===== src/design/region_decode_pkg.sv =====
// shared constants and types for the address-region decoder
package region_decode_pkg;

	// ************************************************************
	// request and limit geometry
	// ************************************************************
	localparam int ADDR_W = 48;
	localparam int LIMIT_LSB = 16;
	localparam int LIMIT_W = 32;
	localparam int REG_W = 64;
	localparam int BUS_W = 32;
	localparam int BUS_AW = 12;

	// ************************************************************
	// register map
	// ************************************************************
	localparam logic [BUS_AW-1:0] REGION_BASE = 12'h700;
	localparam logic [BUS_AW-1:0] REG0_UPPER_LO = 12'h708;
	localparam logic [BUS_AW-1:0] REG1_LOWER_LO = 12'h710;
	localparam logic [BUS_AW-1:0] STATUS_OFS = 12'h780;
	localparam int REGION_SHIFT = 4;
	localparam int UPPER_BIT = 3;
	localparam int HI_WORD_BIT = 2;
	localparam logic [3:0] BE_ALL = 4'hF;

	// ************************************************************
	// field layout of the limit registers
	// ************************************************************
	localparam int EN_BIT = 0;
	localparam int BYPASS_BIT = 1;
	localparam int PORT_LSB = 2;
	localparam int PORT_W = 4;
	localparam int NONCOH_BIT = 6;
	localparam int QUAL_LSB = 8;
	localparam int QUAL_W = 2;
	localparam logic [REG_W-1:0] LOWER_WMASK = 64'h0000_FFFF_FFFF_037F;
	localparam logic [REG_W-1:0] UPPER_WMASK = 64'h0000_FFFF_FFFF_0000;

	// ************************************************************
	// status word layout
	// ************************************************************
	localparam int ST_VALID_BIT = 0;
	localparam int ST_HIT_BIT = 1;
	localparam int ST_ERR_BIT = 2;
	localparam int ST_COH_BIT = 3;
	localparam int ST_PORT_LSB = 4;
	localparam int ST_REGION_LSB = 8;

	// ************************************************************
	// encodings
	// ************************************************************
	localparam logic [PORT_W-1:0] PORT_MAIN = 4'h0;
	localparam logic [PORT_W-1:0] PORT_SIDE_FIRST = 4'h8;
	localparam logic [PORT_W-1:0] PORT_SIDE_LAST = 4'hB;
	localparam int ACE_NOSNOOP_BIT = 1;

	typedef enum logic [1:0] {
		QUAL_ANY = 2'b00,
		QUAL_UNCACHED = 2'b01,
		QUAL_UNCACHED_ACCEL = 2'b10,
		QUAL_EITHER = 2'b11
	} qual_e;

	typedef enum logic [1:0] {
		ACE_READ_ONCE = 2'b00,
		ACE_WRITE_UNIQUE = 2'b01,
		ACE_READ_NOSNOOP = 2'b10,
		ACE_WRITE_NOSNOOP = 2'b11
	} ace_cmd_e;

endpackage


===== src/design/region_if.sv =====
// configuration and request lines between decoder top and one region matcher
`timescale 1ns/1ps
`default_nettype none
interface region_if;
	import region_decode_pkg::*;
	logic en;
	qual_e qual;
	logic [LIMIT_W-1:0] lo;
	logic [LIMIT_W-1:0] hi;
	logic [LIMIT_W-1:0] addr_hi;
	logic uncached;
	logic uncached_accel;
	logic hit;
	modport ctrl (output en, qual, lo, hi, addr_hi, uncached,
		uncached_accel, input hit);
	modport match (input en, qual, lo, hi, addr_hi, uncached,
		uncached_accel, output hit);
endinterface
`default_nettype wire


===== src/design/mmio_region_decode.sv =====
// address-region decoder with limit registers on an Avalon-MM slave
// Operation
// - region 0 upper register keeps highest region address in bits 47:16
// - region n registers exist only when region count exceeds n
// - region 0 lower register keeps lowest address in 47:16, controls below
// - upper limit pairs with lower limit to bound region 0
// - qualifier 00 means hit depends on address only
// - qualifier 01 uncached, 10 uncached-accelerated, 11 either
// - force-non-coherent bit makes coherent requests of region non-coherent
// - forced requests leave as ReadNoSnoop or WriteNoSnoop
// - port field 0 main, 8..11 side ports, others reserved
// - bit 0 enables region; disabled region never hits
// - bit 1 exempts region from request limit policy
//
// Register access over Avalon-MM was decided locally.
`timescale 1ns/1ps
`default_nettype none
module mmio_region_decode
	import region_decode_pkg::*;
#(
	parameter int REGIONS = 2,
	parameter int RIDX_W = (REGIONS > 1) ? $clog2(REGIONS) : 1,
	parameter logic [REGIONS-1:0][REG_W-1:0] LOWER_RESET = '0,
	parameter logic [REGIONS-1:0][REG_W-1:0] UPPER_RESET = '0
)
(
	// clock and reset
	input wire logic SYS_CLK_I,
	input wire logic RST_N_I,
	// register bus
	input wire logic [BUS_AW-1:0] AVS_ADDRESS_I,
	input wire logic AVS_READ_I,
	input wire logic AVS_WRITE_I,
	input wire logic [BUS_W-1:0] AVS_WRITEDATA_I,
	input wire logic [3:0] AVS_BYTEENABLE_I,
	output logic [BUS_W-1:0] AVS_READDATA_O,
	output logic AVS_WAITREQUEST_O,
	// request to classify
	input wire logic REQ_VALID_I,
	input wire logic [ADDR_W-1:0] REQ_ADDR_I,
	input wire logic REQ_UNCACHED_I,
	input wire logic REQ_UNCACHED_ACCEL_I,
	input wire logic REQ_COHERENT_I,
	input wire logic REQ_WRITE_I,
	// routing result
	output logic ROUTE_VALID_O,
	output logic ROUTE_HIT_O,
	output logic [RIDX_W-1:0] ROUTE_REGION_O,
	output logic [PORT_W-1:0] ROUTE_PORT_O,
	output logic ROUTE_PORT_ERR_O,
	output logic ROUTE_BYPASS_LIMIT_O,
	output logic ROUTE_COHERENT_O,
	output logic [1:0] ROUTE_ACE_CMD_O
);

	// ************************************************************
	// types
	// ************************************************************
	typedef struct packed {
		logic [REGIONS-1:0][REG_W-1:0] lower;
		logic [REGIONS-1:0][REG_W-1:0] upper;
		logic wreq;
		logic [BUS_W-1:0] rdata;
		logic rvalid;
		logic rhit;
		logic [RIDX_W-1:0] rregion;
		logic [PORT_W-1:0] rport;
		logic rerr;
		logic rbypass;
		logic rcoh;
		ace_cmd_e racmd;
	} state_s;

	typedef struct packed {
		logic ok;
		logic status;
		logic [RIDX_W-1:0] idx;
		logic upper;
		logic hi;
	} dec_s;

	state_s q;
	state_s d;
	logic [REGIONS-1:0] hit_w;
	logic [REGIONS-1:0] en_w;
	dec_s dw;

	// ************************************************************
	// functions
	// ************************************************************
	function automatic dec_s decode(input logic [BUS_AW-1:0] a);
		logic [BUS_AW-1:0] rel;
		dec_s r;
		rel = a - REGION_BASE;
		r = '0;
		r.status = (a[BUS_AW-1:2] == STATUS_OFS[BUS_AW-1:2]);
		r.upper = rel[UPPER_BIT];
		r.hi = rel[HI_WORD_BIT];
		r.idx = RIDX_W'(rel >> REGION_SHIFT);
		// absent regions decode as unmapped
		r.ok = (a >= REGION_BASE) && ((rel >> REGION_SHIFT) < REGIONS);
		return r;
	endfunction

	function automatic logic port_legal(input logic [PORT_W-1:0] p);
		return (p == PORT_MAIN) ||
			((p >= PORT_SIDE_FIRST) && (p <= PORT_SIDE_LAST));
	endfunction

	// merge one bus word into a 64-bit register under byte enables
	function automatic logic [REG_W-1:0] wr64(
		input logic [REG_W-1:0] old,
		input logic [REG_W-1:0] mask,
		input logic hi,
		input logic [3:0] be,
		input logic [BUS_W-1:0] wd
	);
		logic [BUS_W-1:0] w;
		logic [REG_W-1:0] full;
		w = hi ? old[REG_W-1:BUS_W] : old[BUS_W-1:0];
		for (int b = 0; b < 4; b++)
		begin
			if (be[b])
				w[b*8 +: 8] = wd[b*8 +: 8];
		end
		full = hi ? {w, old[BUS_W-1:0]} : {old[REG_W-1:BUS_W], w};
		// reserved bits never take a write
		return (old & ~mask) | (full & mask);
	endfunction

	// ************************************************************
	// per-region matchers
	// ************************************************************
	for (genvar g = 0; g < REGIONS; g++)
	begin : g_region
		region_if rif ();
		assign rif.en = q.lower[g][EN_BIT];
		assign rif.qual = qual_e'(q.lower[g][QUAL_LSB +: QUAL_W]);
		assign rif.lo = q.lower[g][LIMIT_LSB +: LIMIT_W];
		assign rif.hi = q.upper[g][LIMIT_LSB +: LIMIT_W];
		assign rif.addr_hi = REQ_ADDR_I[LIMIT_LSB +: LIMIT_W];
		assign rif.uncached = REQ_UNCACHED_I;
		assign rif.uncached_accel = REQ_UNCACHED_ACCEL_I;
		assign hit_w[g] = rif.hit;
		assign en_w[g] = rif.en;
		region_match u_match (
			.rif(rif)
		);
	end

	// ************************************************************
	// next state
	// ************************************************************
	assign dw = decode(AVS_ADDRESS_I);
	always_comb
	begin
		logic [BUS_W-1:0] rd;
		logic [REG_W-1:0] rv;
		logic found;
		logic [RIDX_W-1:0] sel;
		logic [PORT_W-1:0] port;
		logic noncoh;
		rd = '0;
		rv = '0;
		found = 1'b0;
		sel = '0;
		port = PORT_MAIN;
		noncoh = 1'b0;
		d = q;

		// read mux; unmapped words read zero
		if (dw.status)
		begin
			rd[ST_VALID_BIT] = q.rvalid;
			rd[ST_HIT_BIT] = q.rhit;
			rd[ST_ERR_BIT] = q.rerr;
			rd[ST_COH_BIT] = q.rcoh;
			rd[ST_PORT_LSB +: PORT_W] = q.rport;
			rd[ST_REGION_LSB +: RIDX_W] = q.rregion;
		end
		else if (dw.ok)
		begin
			rv = dw.upper ? q.upper[dw.idx] : q.lower[dw.idx];
			rd = dw.hi ? rv[REG_W-1:BUS_W] : rv[BUS_W-1:0];
		end

		// one wait cycle, then answer
		if ((AVS_READ_I || AVS_WRITE_I) && q.wreq)
		begin
			d.wreq = 1'b0;
			d.rdata = rd;
		end
		else
		begin
			d.wreq = 1'b1;
			if (AVS_WRITE_I && !q.wreq && dw.ok)
			begin
				if (dw.upper)
					d.upper[dw.idx] = wr64(q.upper[dw.idx], UPPER_WMASK,
						dw.hi, AVS_BYTEENABLE_I, AVS_WRITEDATA_I);
				else
					d.lower[dw.idx] = wr64(q.lower[dw.idx], LOWER_WMASK,
						dw.hi, AVS_BYTEENABLE_I, AVS_WRITEDATA_I);
			end
		end

		// lowest numbered region wins
		for (int i = REGIONS - 1; i >= 0; i--)
		begin
			if (hit_w[i])
			begin
				found = 1'b1;
				sel = RIDX_W'(i);
			end
		end
		if (found)
			port = q.lower[sel][PORT_LSB +: PORT_W];

		d.rvalid = REQ_VALID_I;
		d.rhit = REQ_VALID_I && found && port_legal(port);
		d.rerr = REQ_VALID_I && found && !port_legal(port);
		d.rregion = sel;
		d.rport = port;
		d.rbypass = d.rhit && q.lower[sel][BYPASS_BIT];
		noncoh = d.rhit && q.lower[sel][NONCOH_BIT];
		d.rcoh = REQ_VALID_I && REQ_COHERENT_I && !noncoh;
		d.racmd = ace_cmd_e'({!d.rcoh, REQ_WRITE_I});
	end

	// ************************************************************
	// state register
	// ************************************************************
	always_ff @(posedge SYS_CLK_I or negedge RST_N_I)
	begin
		if (!RST_N_I)
		begin
			q <= '0;
			q.wreq <= 1'b1;
			for (int i = 0; i < REGIONS; i++)
			begin
				q.lower[i] <= LOWER_RESET[i] & LOWER_WMASK;
				q.upper[i] <= UPPER_RESET[i] & UPPER_WMASK;
			end
		end
		else
			q <= d;
	end

	// ************************************************************
	// outputs
	// ************************************************************
	assign AVS_READDATA_O = q.rdata;
	assign AVS_WAITREQUEST_O = q.wreq;
	assign ROUTE_VALID_O = q.rvalid;
	assign ROUTE_HIT_O = q.rhit;
	assign ROUTE_REGION_O = q.rregion;
	assign ROUTE_PORT_O = q.rport;
	assign ROUTE_PORT_ERR_O = q.rerr;
	assign ROUTE_BYPASS_LIMIT_O = q.rbypass;
	assign ROUTE_COHERENT_O = q.rcoh;
	assign ROUTE_ACE_CMD_O = q.racmd;

	if (REGIONS > 1)
	begin : g_r1chk

	end
endmodule
`default_nettype wire


===== src/design/region_match.sv =====
// address and cache-attribute match of one region
`timescale 1ns/1ps
`default_nettype none
module region_match
	import region_decode_pkg::*;
(
	region_if.match rif
);

	logic in_range;
	logic attr_ok;

	// ************************************************************
	// hit evaluation
	// ************************************************************
	always_comb
	begin
		// inclusive 64 KB granular window
		in_range = (rif.addr_hi >= rif.lo) && (rif.addr_hi <= rif.hi);
		unique case (rif.qual)
			QUAL_ANY: attr_ok = 1'b1;
			QUAL_UNCACHED: attr_ok = rif.uncached;
			QUAL_UNCACHED_ACCEL: attr_ok = rif.uncached_accel;
			QUAL_EITHER: attr_ok = rif.uncached | rif.uncached_accel;
		endcase
		rif.hit = rif.en && in_range && attr_ok;
	end

endmodule
`default_nettype wire

===== config.mk =====
export PLATFORM = sky130hd
export DESIGN_NAME = mmio_region_decode
export DESIGN_NICKNAME = d
export VERILOG_FILES = /design/src/design/region_decode_pkg.sv /design/src/design/region_if.sv /design/src/design/mmio_region_decode.sv /design/src/design/region_match.sv
export SDC_FILE = /design/constraint.sdc
export NUM_CORES = 1
export LEC_CHECK = 0
export ABC_AREA = 1
export BUFFER_PORTS_ARGS = -buffer_cell sky130_fd_sc_hd__buf_2
export CAP_MARGIN = 20
export CORE_AREA = 5 5 190 174
export CTS_BUF_LIST = sky130_fd_sc_hd__clkbuf_16
export CTS_CLUSTER_DIAMETER = 40
export CTS_CLUSTER_SIZE = 8
export DETAILED_ROUTE_END_ITERATION = 10
export DIE_AREA = 0 0 195 179
export PLACE_DENSITY = 0.79
export SYNTH_ARGS = -nofsm -noshare
export SYNTH_HDL_FRONTEND = slang
export SYNTH_SLANG_ARGS = --single-unit

===== constraint.sdc =====
create_clock -name SYS_CLK_I -period 2.1 [get_ports SYS_CLK_I]
set_clock_uncertainty 0.05 [all_clocks]
set_input_delay 0.315 -clock SYS_CLK_I [delete_from_list [all_inputs] [get_ports SYS_CLK_I]]
set_output_delay 0.315 -clock SYS_CLK_I [all_outputs]
set_load 0.1 [all_outputs]

Word-level counts from Yosys, hierarchy flattened --
Cells that the tools add are included.
Operators by class: $add $sub $neg 1, magnitude comparators 11, equal/unequal tests 7, mux-type cells 58, bitwise gates (word level) 5, reduce and logical (&&, ||, !) cells 30
Operators by type and width (number):
- 2-to-1 mux 64 bit | 6
- bitwise mux 128 bit | 2
- 2-to-1 mux 8 bit | 32
- 2-to-1 mux 32 bit | 4
- bitwise OR 64 x 48 -> 64 bit | 2
- 2-to-1 mux 48 bit | 2
- demux 64 bit (select 1 bit) | 1
- >= comparator 32 bit | 2
- less-or-equal comparator 32 bit | 2
- 2-to-1 mux 23 bit | 1
- logical AND 1 bit | 19
- 2-to-1 mux 7 bit | 2
- >= comparator 12 x 11 -> 1 bit (second input constant) | 1
- subtractor 12 x 11 -> 12 bit (second input constant) | 1
- == test 10 x 9 -> 1 bit (second input constant) | 1
- 2-to-1 mux 9 bit | 1
- == test 2 bit (second input constant) | 4
- < comparator 8 x 2 -> 1 bit (second input constant) | 1
- case mux 1 bit (4 select lines) | 2
- AND reduction 3 bit | 2
- == test 2 x 1 -> 1 bit (second input constant) | 2
- >= comparator 4 bit (second input constant) | 1
- less-or-equal comparator 4 bit (second input constant) | 1
- zero test 1 bit | 4
- other kinds (9) | 16
Word-level totals: bits in registers 301, bits of input ports 105, output and inout port bits 45, logic and storage cells 126

Depth between registers and ports, before layout --
Gate-level depths: netlist of run 1.
word-level depth 17, gate-level depth with buffers 23, gate-level depth less buffers 23

Hierarchy --
Synthesis of run 1 repeated with hierarchy kept, for this count alone.
Second synthesis, totals: cell total of the unflattened synthesis 2343, area total of the unflattened synthesis 17752.0 um^2
By module, submodules not included:
- mmio_region_decode | instances 1, cells an instance 1789, area an instance 14316.2 um^2, seq. area each 7533.5 um^2
- region_match | instances 2, cells an instance 277, area an instance 1717.9 um^2, seq. area each 0.0 um^2

Worst setup path after synthesis of run 1 --
Ideal clock, no wire load.
kind reg-to-reg, from register q, in the netlist AVS_WAITREQUEST_O, to register q, in the netlist AVS_READDATA_O[0], setup time 0.070 ns, arrival 1.908 ns, required time 1.980 ns, path slack 0.072 ns, stages on the path, launching flop included 8, path buffers 1, period minus slack after synthesis 2.028 ns, cells stage by stage dfstp_2 -> o21ai_1 -> inv_2 -> nand2_1 -> inv_1 -> buf_2 -> o21ai_0 -> nand3_1
Between the ends: cells in the longest elaborated chain, start to end 1
Ends and longest elaborated chain:
- from (decl) | RTL line mmio_region_decode.sv:82 | state_s q;
- logical AND 1 bit | RTL line mmio_region_decode.sv:188 | if ((AVS_READ_I || AVS_WRITE_I) && q.wreq)
Every way passes these cells. A chain may end at the register's enable or synchronous reset.

==> results of run 1 <==
[layout make-up]
| class | instances | area (um^2) | area share [%] |
|---|---|---|---|
| Clock buffer | 51 | 1280 | 6.34 |
| Clock inverter | 31 | 318 | 1.58 |
| Inverter | 188 | 711 | 3.53 |
| Multi-Input combinational cell | 1340 | 7740 | 38.5 |
| Sequential cell | 301 | 7530 | 37.4 |
| Tap cell | 409 | 512 | 2.54 |
| Timing Repair Buffer | 287 | 2040 | 10.1 |
[registers in the layout, summed over array words and instances, names as in the netlist]
| signal | count |
|---|---|
| AVS_READDATA_O | 32 |
| ROUTE_VALID_O | 1 |
| g_region.rif.lo | 64 |
| ROUTE_PORT_ERR_O | 1 |
| ROUTE_PORT_O | 4 |
| g_region.rif.qual | 4 |
| ROUTE_ACE_CMD_O | 2 |
| g_region.rif.hi | 64 |
| q | 122 |
| ROUTE_COHERENT_O | 1 |
| en_w | 2 |
| ROUTE_HIT_O | 1 |
| ROUTE_BYPASS_LIMIT_O | 1 |
| AVS_WAITREQUEST_O | 1 |
| ROUTE_REGION_O | 1 |
[worst reg2reg max path, delay by kind of cell, from the launching register on]
| family | cells | cell delay (ns) |
|---|---|---|
| simple gates | 12 | 1.30 |
| buf+inv | 1 | 0.05 |
| flops | 1 | 0.34 |
| compound gates | 2 | 0.37 |
| fa+ha+maj | 1 | 0.31 |
[path summary, 6_finish.rpt]
path | endpoint | slack [ns] | cells past startpoint
worst max-delay path | ROUTE_BYPASS_LIMIT_O | -0.43 | 16
worst min-delay path | ROUTE_ACE_CMD_O[1] | 0.05 | 4
min in group asynchronous | g_region[1].rif.hi[27] | 0.24 | 2
worst max register to register | ROUTE_BYPASS_LIMIT_O | -0.43 | 16
max in group asynchronous | q[103] | 1.01 | 3
worst min register to register | q[225] | 0.32 | 0
[synth_stat cells (all sizes together)]
master / count
or2: 2
and2: 2
clkinv: 2
o22ai: 25
a21boi: 9
nand4: 12
a22o: 5
nor3: 6
or4: 1
dfrtp: 300
mux2i: 8
o2111ai: 4
inv: 186
clkbuf: 162
nor3b: 1
dfstp: 1
a21oi: 96
nor4: 1
ha: 128
o221ai: 6
o21ai: 349
a21o: 3
mux2: 1
nand3: 56
buf: 75
o211ai: 4
nand2: 497
o32ai: 3
nor2: 95
a32o: 2
o21a: 22
o21bai: 2
[layer usage]
metal / routed length, um / vias to the layer above
met5: 0 / -
met4: 2190 / 0
met3: 5170 / 170
met2: 22500 / 833
met1: 20300 / 6999
li1: - / 6890
[placed cells by master, fill, tap and decap left out, types with 3 or more instances in the layout]
cell and count:
a22o_1 5, nand3_2 5, a21oi_1 89, nor2_4 6
o2111ai_1 4, inv_1 177, nand4_1 11, dlygate4sd3_1 3
inv_2 21, a21o_1 3, buf_2 129, nand3_1 51
o22ai_1 25, mux2i_1 8, nor2_2 11, dfrtp_1 300
ha_4 17, clkbuf_16 51, a21boi_0 9, o21ai_1 22
a21oi_2 6, o211ai_1 4, nand2_4 7, clkinv_1 5
ha_1 111, buf_12 14, buf_4 136, nand2_1 471
nor2_1 78, bufinv_16 5, buf_6 4, o32ai_1 3
clkinv_4 4, nand2_2 19, o221ai_1 6, o21ai_0 325
o21a_1 22
[kinds of logic after synthesis]
family / after synthesis / synth area share, %
muxes: 9 / 0.548
AOI/OAI and AO/OA: 530 / 17.2
adders and majority gates: 128 / 9.62
buffers and inverters: 425 / 10.7
and+or+nand+nor: 673 / 16.6
DFF: 301 / 45.2
[where the power goes]
group / internal [uW] / switching (uW)
registers: 5880 / 41.9
clock network: 4980 / 2820
logic: 534 / 1140
[per-stage QoR]
| step | hold slack, ns | power [uW] | utilization [%] | instance area [um^2] |
|---|---|---|---|---|
| after floorplan | -0.0306 | 6910 | - | 16700 |
| after global placement | 0.250 | 7530 | 58.6 | 18000 |
| after detailed placement | 0.252 | 7580 | 58.6 | 18000 |
| after CTS | 0.0442 | 15400 | 64.6 | 19800 |
| after global routing | 0.0605 | 15900 | 65.6 | 20100 |
| final | 0.0482 | 15400 | 65.6 | 20100 |
[what timing repair did]
action / 4_1_cts / 5_1_grt
gates resized for setup: 38 / 51
hold endpoints to repair: 52 / 0
setup buffers: 8 / 9
pin swaps: 18 / 33
hold buffers: 3 / 0
setup endpoints to repair: 10 / 10
==> flow_metrics.py, run 1 <==
metrics = {
    "floorplan": {
        "rows": 61,
        "initial_core_util_pct": 54.3,
        "ios": 150,
        "fp.dieW_um": 195,
        "core_area_um2": 30700,
        "fp.dieArea_um2": 34900,
        "die_h_um": 179,
    },
    "synthesis": {
        "syn_area_um2": 16700,
        "avgSynthCellArea_um2": 8.06,
        "ys_top_cells_by_area": "dfrtp_1, nand2_1, o21ai_0",
        "ys_warn_count": 0,
        "synth_top_cell_area_share_pct": 45.1,
        "synth_cell_type_count": 45,
        "ys_seq_elements": 301,
        "syn-num-nets": 2299,
        "postSynthCellCount": 2066,
        "synth-seq-area-share_pct": 45.2,
        "yosys.area.top_type": "dfrtp_1",
    },
    "cells_and_area": {
        "final_nets": 2402,
        "num_antenna_cells": 0,
        "drive_above_1_share_pct": 20.8,
        "area_delta_synth_final_pct": 20.9,
        "fillers": 2340,
        "stdcell_count": 2607,
    },
    "sta": {
        "hold_viol": 0,
        "slew_viol_final": 0,
        "tightestPinTransition_ns": 0.546,
        "setup_tns_ns": -2.73,
        "fin_crit_sh_pct": 120,
        "slew-limit-headroom_pct": 63.6,
        "setup_violations": 10,
        "rsz0062_at_grt": "true",
        "fin_crit_ns": 2.53,
        "clock.fmax_mhz": 395,
        "fin_ws_ns": -0.430,
    },
    "grt": {
        "grt_overflow": 0,
        "grt_pass1_wl_mm": 78.8,
        "grt_max_degree": 83,
        "grt_busiest_layer": "met2",
        "grt_util_met3_pct": 6.61,
        "grt_pass1_vias": 14700,
        "antenna_found_initial": 0,
        "grtUsageTotal_pct": 28.2,
        "met2_usage_pct": 44.5,
        "met1_usage_pct": 38.2,
    },
    "critical_path": {
        "crit_type": "reg2reg",
        "crit_path_end_kind": "flop",
        "crit_start": "g_region[0].rif.lo[2]",
        "crit-reg2reg-launch": "g_region[0].rif.lo[2]",
        "crit_arrival_ns": 2.94,
        "path_buf_inv": 1,
        "start_kind": "flop",
        "path_delay_family": "simple AND/OR/NAND/NOR gates",
        "cp_slowest_cell": "dfrtp_1",
        "critPathMaxStageDelay_ns": 0.34,
        "required_ns": 2.51,
        "crit_top_cell": "nand2_1",
        "worstPathCellList": "inv_1 -> ha_1 -> nand4_1 -> nor2_2 -> nor2_1 -> nand2_1 -> nand2_1 -> nand2_1 -> nand2_1 -> a21oi_2 -> nand2_4 -> nand3_1 -> nand2_2 -> o21ai_4 -> nand2_2 -> nor3_4",
        "path_max_fanout": 6,
    },
    "run_status": {
        "violations": "setup timing",
        "status": "complete, but fails checks",
    },
    "drt": {
        "drt.antenna.violating_nets": 0,
        "viasPerCell": 5.71,
        "post_drt_wl_per_cell_um": 19.3,
        "drc": 0,
        "firstDrtPassIters": 5,
        "drt_iter0_markers": 1758,
        "vias": 14900,
        "wirelength_mm": 50.2,
    },
    "clock_tree": {
        "h-tree-depth": 2,
        "clockBufferDepth": 3,
        "root_buffer": "clkbuf_16",
        "clock-sinks": 301,
        "clk_pin_slew_worst_paths_ns": 0.05,
        "clkLatencyLatePin_ns": 0.57,
        "cts_made_buffers": 51,
        "cts_tree": "built",
    },
    "placement": {
        "dp_slack_ns": -0.509,
        "hpwl_mm": 34.7,
        "portBuffers": 131,
        "placed_cells": 2506,
        "gp_congestion": 0.980,
    },
    "pwr": {
        "vdd_drop_max_mv": 0.637,
        "p_per_area_nw_per_um2": 765,
        "leakagePower_uw": 0.00992,
    },
    "flow_run": {
        "cap_violations": 0,
    },
    "min_path": {
        "worstHoldStart": "REQ_COHERENT_I",
        "min-delay-path-class": "in2reg",
    },
}
(Power assumes the default switching activity.)
==> run 2: changes to the inputs <==
REMOVE_ABC_BUFFERS = 1   (was not set)
==> run 2 against run 1 <==
Compared with the run above:
- the run still ends with setup timing left
- combinational power barely moved
- sequential share of layout area rose by 0.13 points
- via count fell by 1.1%
- count of clock-buffer cells in the layout did not move
- critical path type unchanged
- critical endpoint unchanged
- largest power group unchanged
- highest routed layer unchanged
==> flow_metrics.py, run 2 (synthesis gave the netlist of run 1 again) <==
metrics = {
    "flow_run": {
        "cap_violations": 0,
    },
    "pwr": {
        "fin_total_pwr_uw": 14900,
        "p_per_area_nw_per_um2": 745,
        "leakagePower_uw": 0.00980,
        "vdd_drop_max_mv": 0.510,
    },
    "floorplan": {
        "die_h_um": 179,
        "core_area_um2": 30700,
        "initial_core_util_pct": 54.3,
        "fp.dieW_um": 195,
        "ios": 150,
        "rows": 61,
        "fp.dieArea_um2": 34900,
    },
    "critical_path": {
        "cp_slowest_cell": "dfrtp_1",
        "crit_path_end_kind": "flop",
        "start_kind": "flop",
        "critPathMaxStageDelay_ns": 0.37,
        "required_ns": 2.51,
        "crit_top_cell": "nand2_2",
        "worstPathCellList": "inv_1 -> ha_1 -> a21oi_1 -> o21ai_0 -> nand2_1 -> nand3_1 -> nor2_1 -> nand2_1 -> nand2_2 -> nand2_4 -> nand3_2 -> nand2_2 -> o21ai_2 -> buf_4 -> nand2_2 -> nor3_2",
        "crit_arrival_ns": 2.90,
        "path_max_fanout": 6,
        "crit_type": "reg2reg",
    },
    "cells_and_area": {
        "top_register": "q",
        "fillers": 2453,
        "drive_above_1_share_pct": 21.2,
        "largest_register_ffs": 122,
        "final_nets": 2399,
        "stdcell_count": 2594,
        "final_cell_mix": "nand2_1, o21ai_0, dfrtp_1",
        "area_delta_synth_final_pct": 20.4,
        "layout_commonest_cell": "nand2_1",
    },
    "sta": {
        "fin_ws_ns": -0.390,
        "hold_viol": 0,
        "tightestPinTransition_ns": 0.500,
        "slew-limit-headroom_pct": 66.3,
        "clock.fmax_mhz": 402,
        "rsz0062_at_grt": "true",
        "fin_crit_ns": 2.49,
        "slew_viol_final": 0,
        "setup_tns_ns": -3.04,
        "setup_violations": 10,
        "fin_crit_sh_pct": 119,
    },
    "grt": {
        "grtUsageTotal_pct": 27.3,
        "antenna_found_initial": 1,
        "grt_max_degree": 68,
        "grt_pass1_vias": 15000,
        "grt_overflow": 0,
        "grt_pass1_wl_mm": 77.6,
    },
    "clock_tree": {
        "clkLatencyLatePin_ns": 0.54,
        "clockBufferDepth": 3,
        "cts_made_buffers": 49,
        "clock-sinks": 301,
        "root_buffer": "clkbuf_16",
        "h-tree-depth": 2,
        "cts_tree": "built",
        "clk_pin_slew_worst_paths_ns": 0.05,
    },
    "drt": {
        "viasPerCell": 5.68,
        "drt.antenna.violating_nets": 0,
        "wirelength_mm": 48.2,
        "drt_iter0_markers": 1462,
        "firstDrtPassIters": 6,
        "post_drt_wl_per_cell_um": 18.6,
        "drc": 0,
        "vias": 14700,
    },
    "placement": {
        "hpwl_mm": 33.1,
        "portBuffers": 131,
        "gp_congestion": 0.916,
        "placed_cells": 2506,
    },
    "min_path": {
        "min-delay-path-class": "in2reg",
    },
    "run_status": {
        "status": "complete, but fails checks",
        "violations": "setup timing",
    },
}
run 2: per-stage QoR:
stage               worst slack, ns  instance area [um^2]  hold slack, ns  utilization, %
CTS                          -0.297                 19900          0.0109            64.7
detailed placement           -0.532                 18000           0.194            58.8
finish                       -0.390                 20100          0.0198            65.4
global route                 -0.511                 20100          0.0585            65.4
floorplan                    -0.566                 15600         -0.0306               -
global placement             -0.465                 18000           0.191            58.8
run 2: worst max-delay path, delay by kind of cell, from the launching register on:
family	cells	cell delay, ns
fa+ha+maj	1	0.25
buf+inv	2	0.23
flops	1	0.37
compound gates	3	0.43
simple gates	10	1.09
run 2: layer usage:
layer  vias up  wire, um  global-route usage, %
met5         -         0                      0
met1      7064     20400                   37.2
met3       105      3950                   5.22
li1       6890         -                      -
met2       664     22400                   44.6
met4         0      1480                   8.73
run 2: repair_timing:
action                     CTS  global route
hold buffers                 3             0
hold endpoints to repair    82             0
pin swaps                   33            29
cloned                       0             0
setup endpoints to repair   10            10
buffers inserted            11             7
gates resized for setup     63            35
run 2: report_power, final:
part / internal [uW] / total (uW) / switching, uW
logic: 540 / 1660 / 1120
registers: 5880 / 5920 / 37.6
clock network: 4640 / 7360 / 2720
run 2: area by class of cell:
| cell class | count | area [um^2] | area share (%) |
|---|---|---|---|
| clock buffer | 51 | 1280 | 6.36 |
| multi-input combinational | 1340 | 7760 | 38.7 |
| sequential | 301 | 7530 | 37.6 |
| tap | 409 | 512 | 2.55 |
| timing repair buffer | 286 | 2100 | 10.5 |
| clock inverter | 18 | 169 | 0.842 |
| inverter | 188 | 711 | 3.54 |
| antenna | 1 | 2.50 | 0.0125 |
run 2: path summary, 6_finish.rpt:
check / start / to / slack, ns / cells past startpoint
max: g_region[0].rif.hi[25] / ROUTE_BYPASS_LIMIT_O / -0.39 / 16
min: REQ_COHERENT_I / ROUTE_ACE_CMD_O[1] / 0.02 / 4
max reg2reg: g_region[0].rif.hi[25] / ROUTE_BYPASS_LIMIT_O / -0.39 / 16
min reg2reg: q[97] / q[97] / 0.32 / 0
max in group asynchronous: RST_N_I / g_region[1].rif.hi[23] / 1.06 / 4
min in group asynchronous: RST_N_I / AVS_READDATA_O[10] / 0.23 / 2
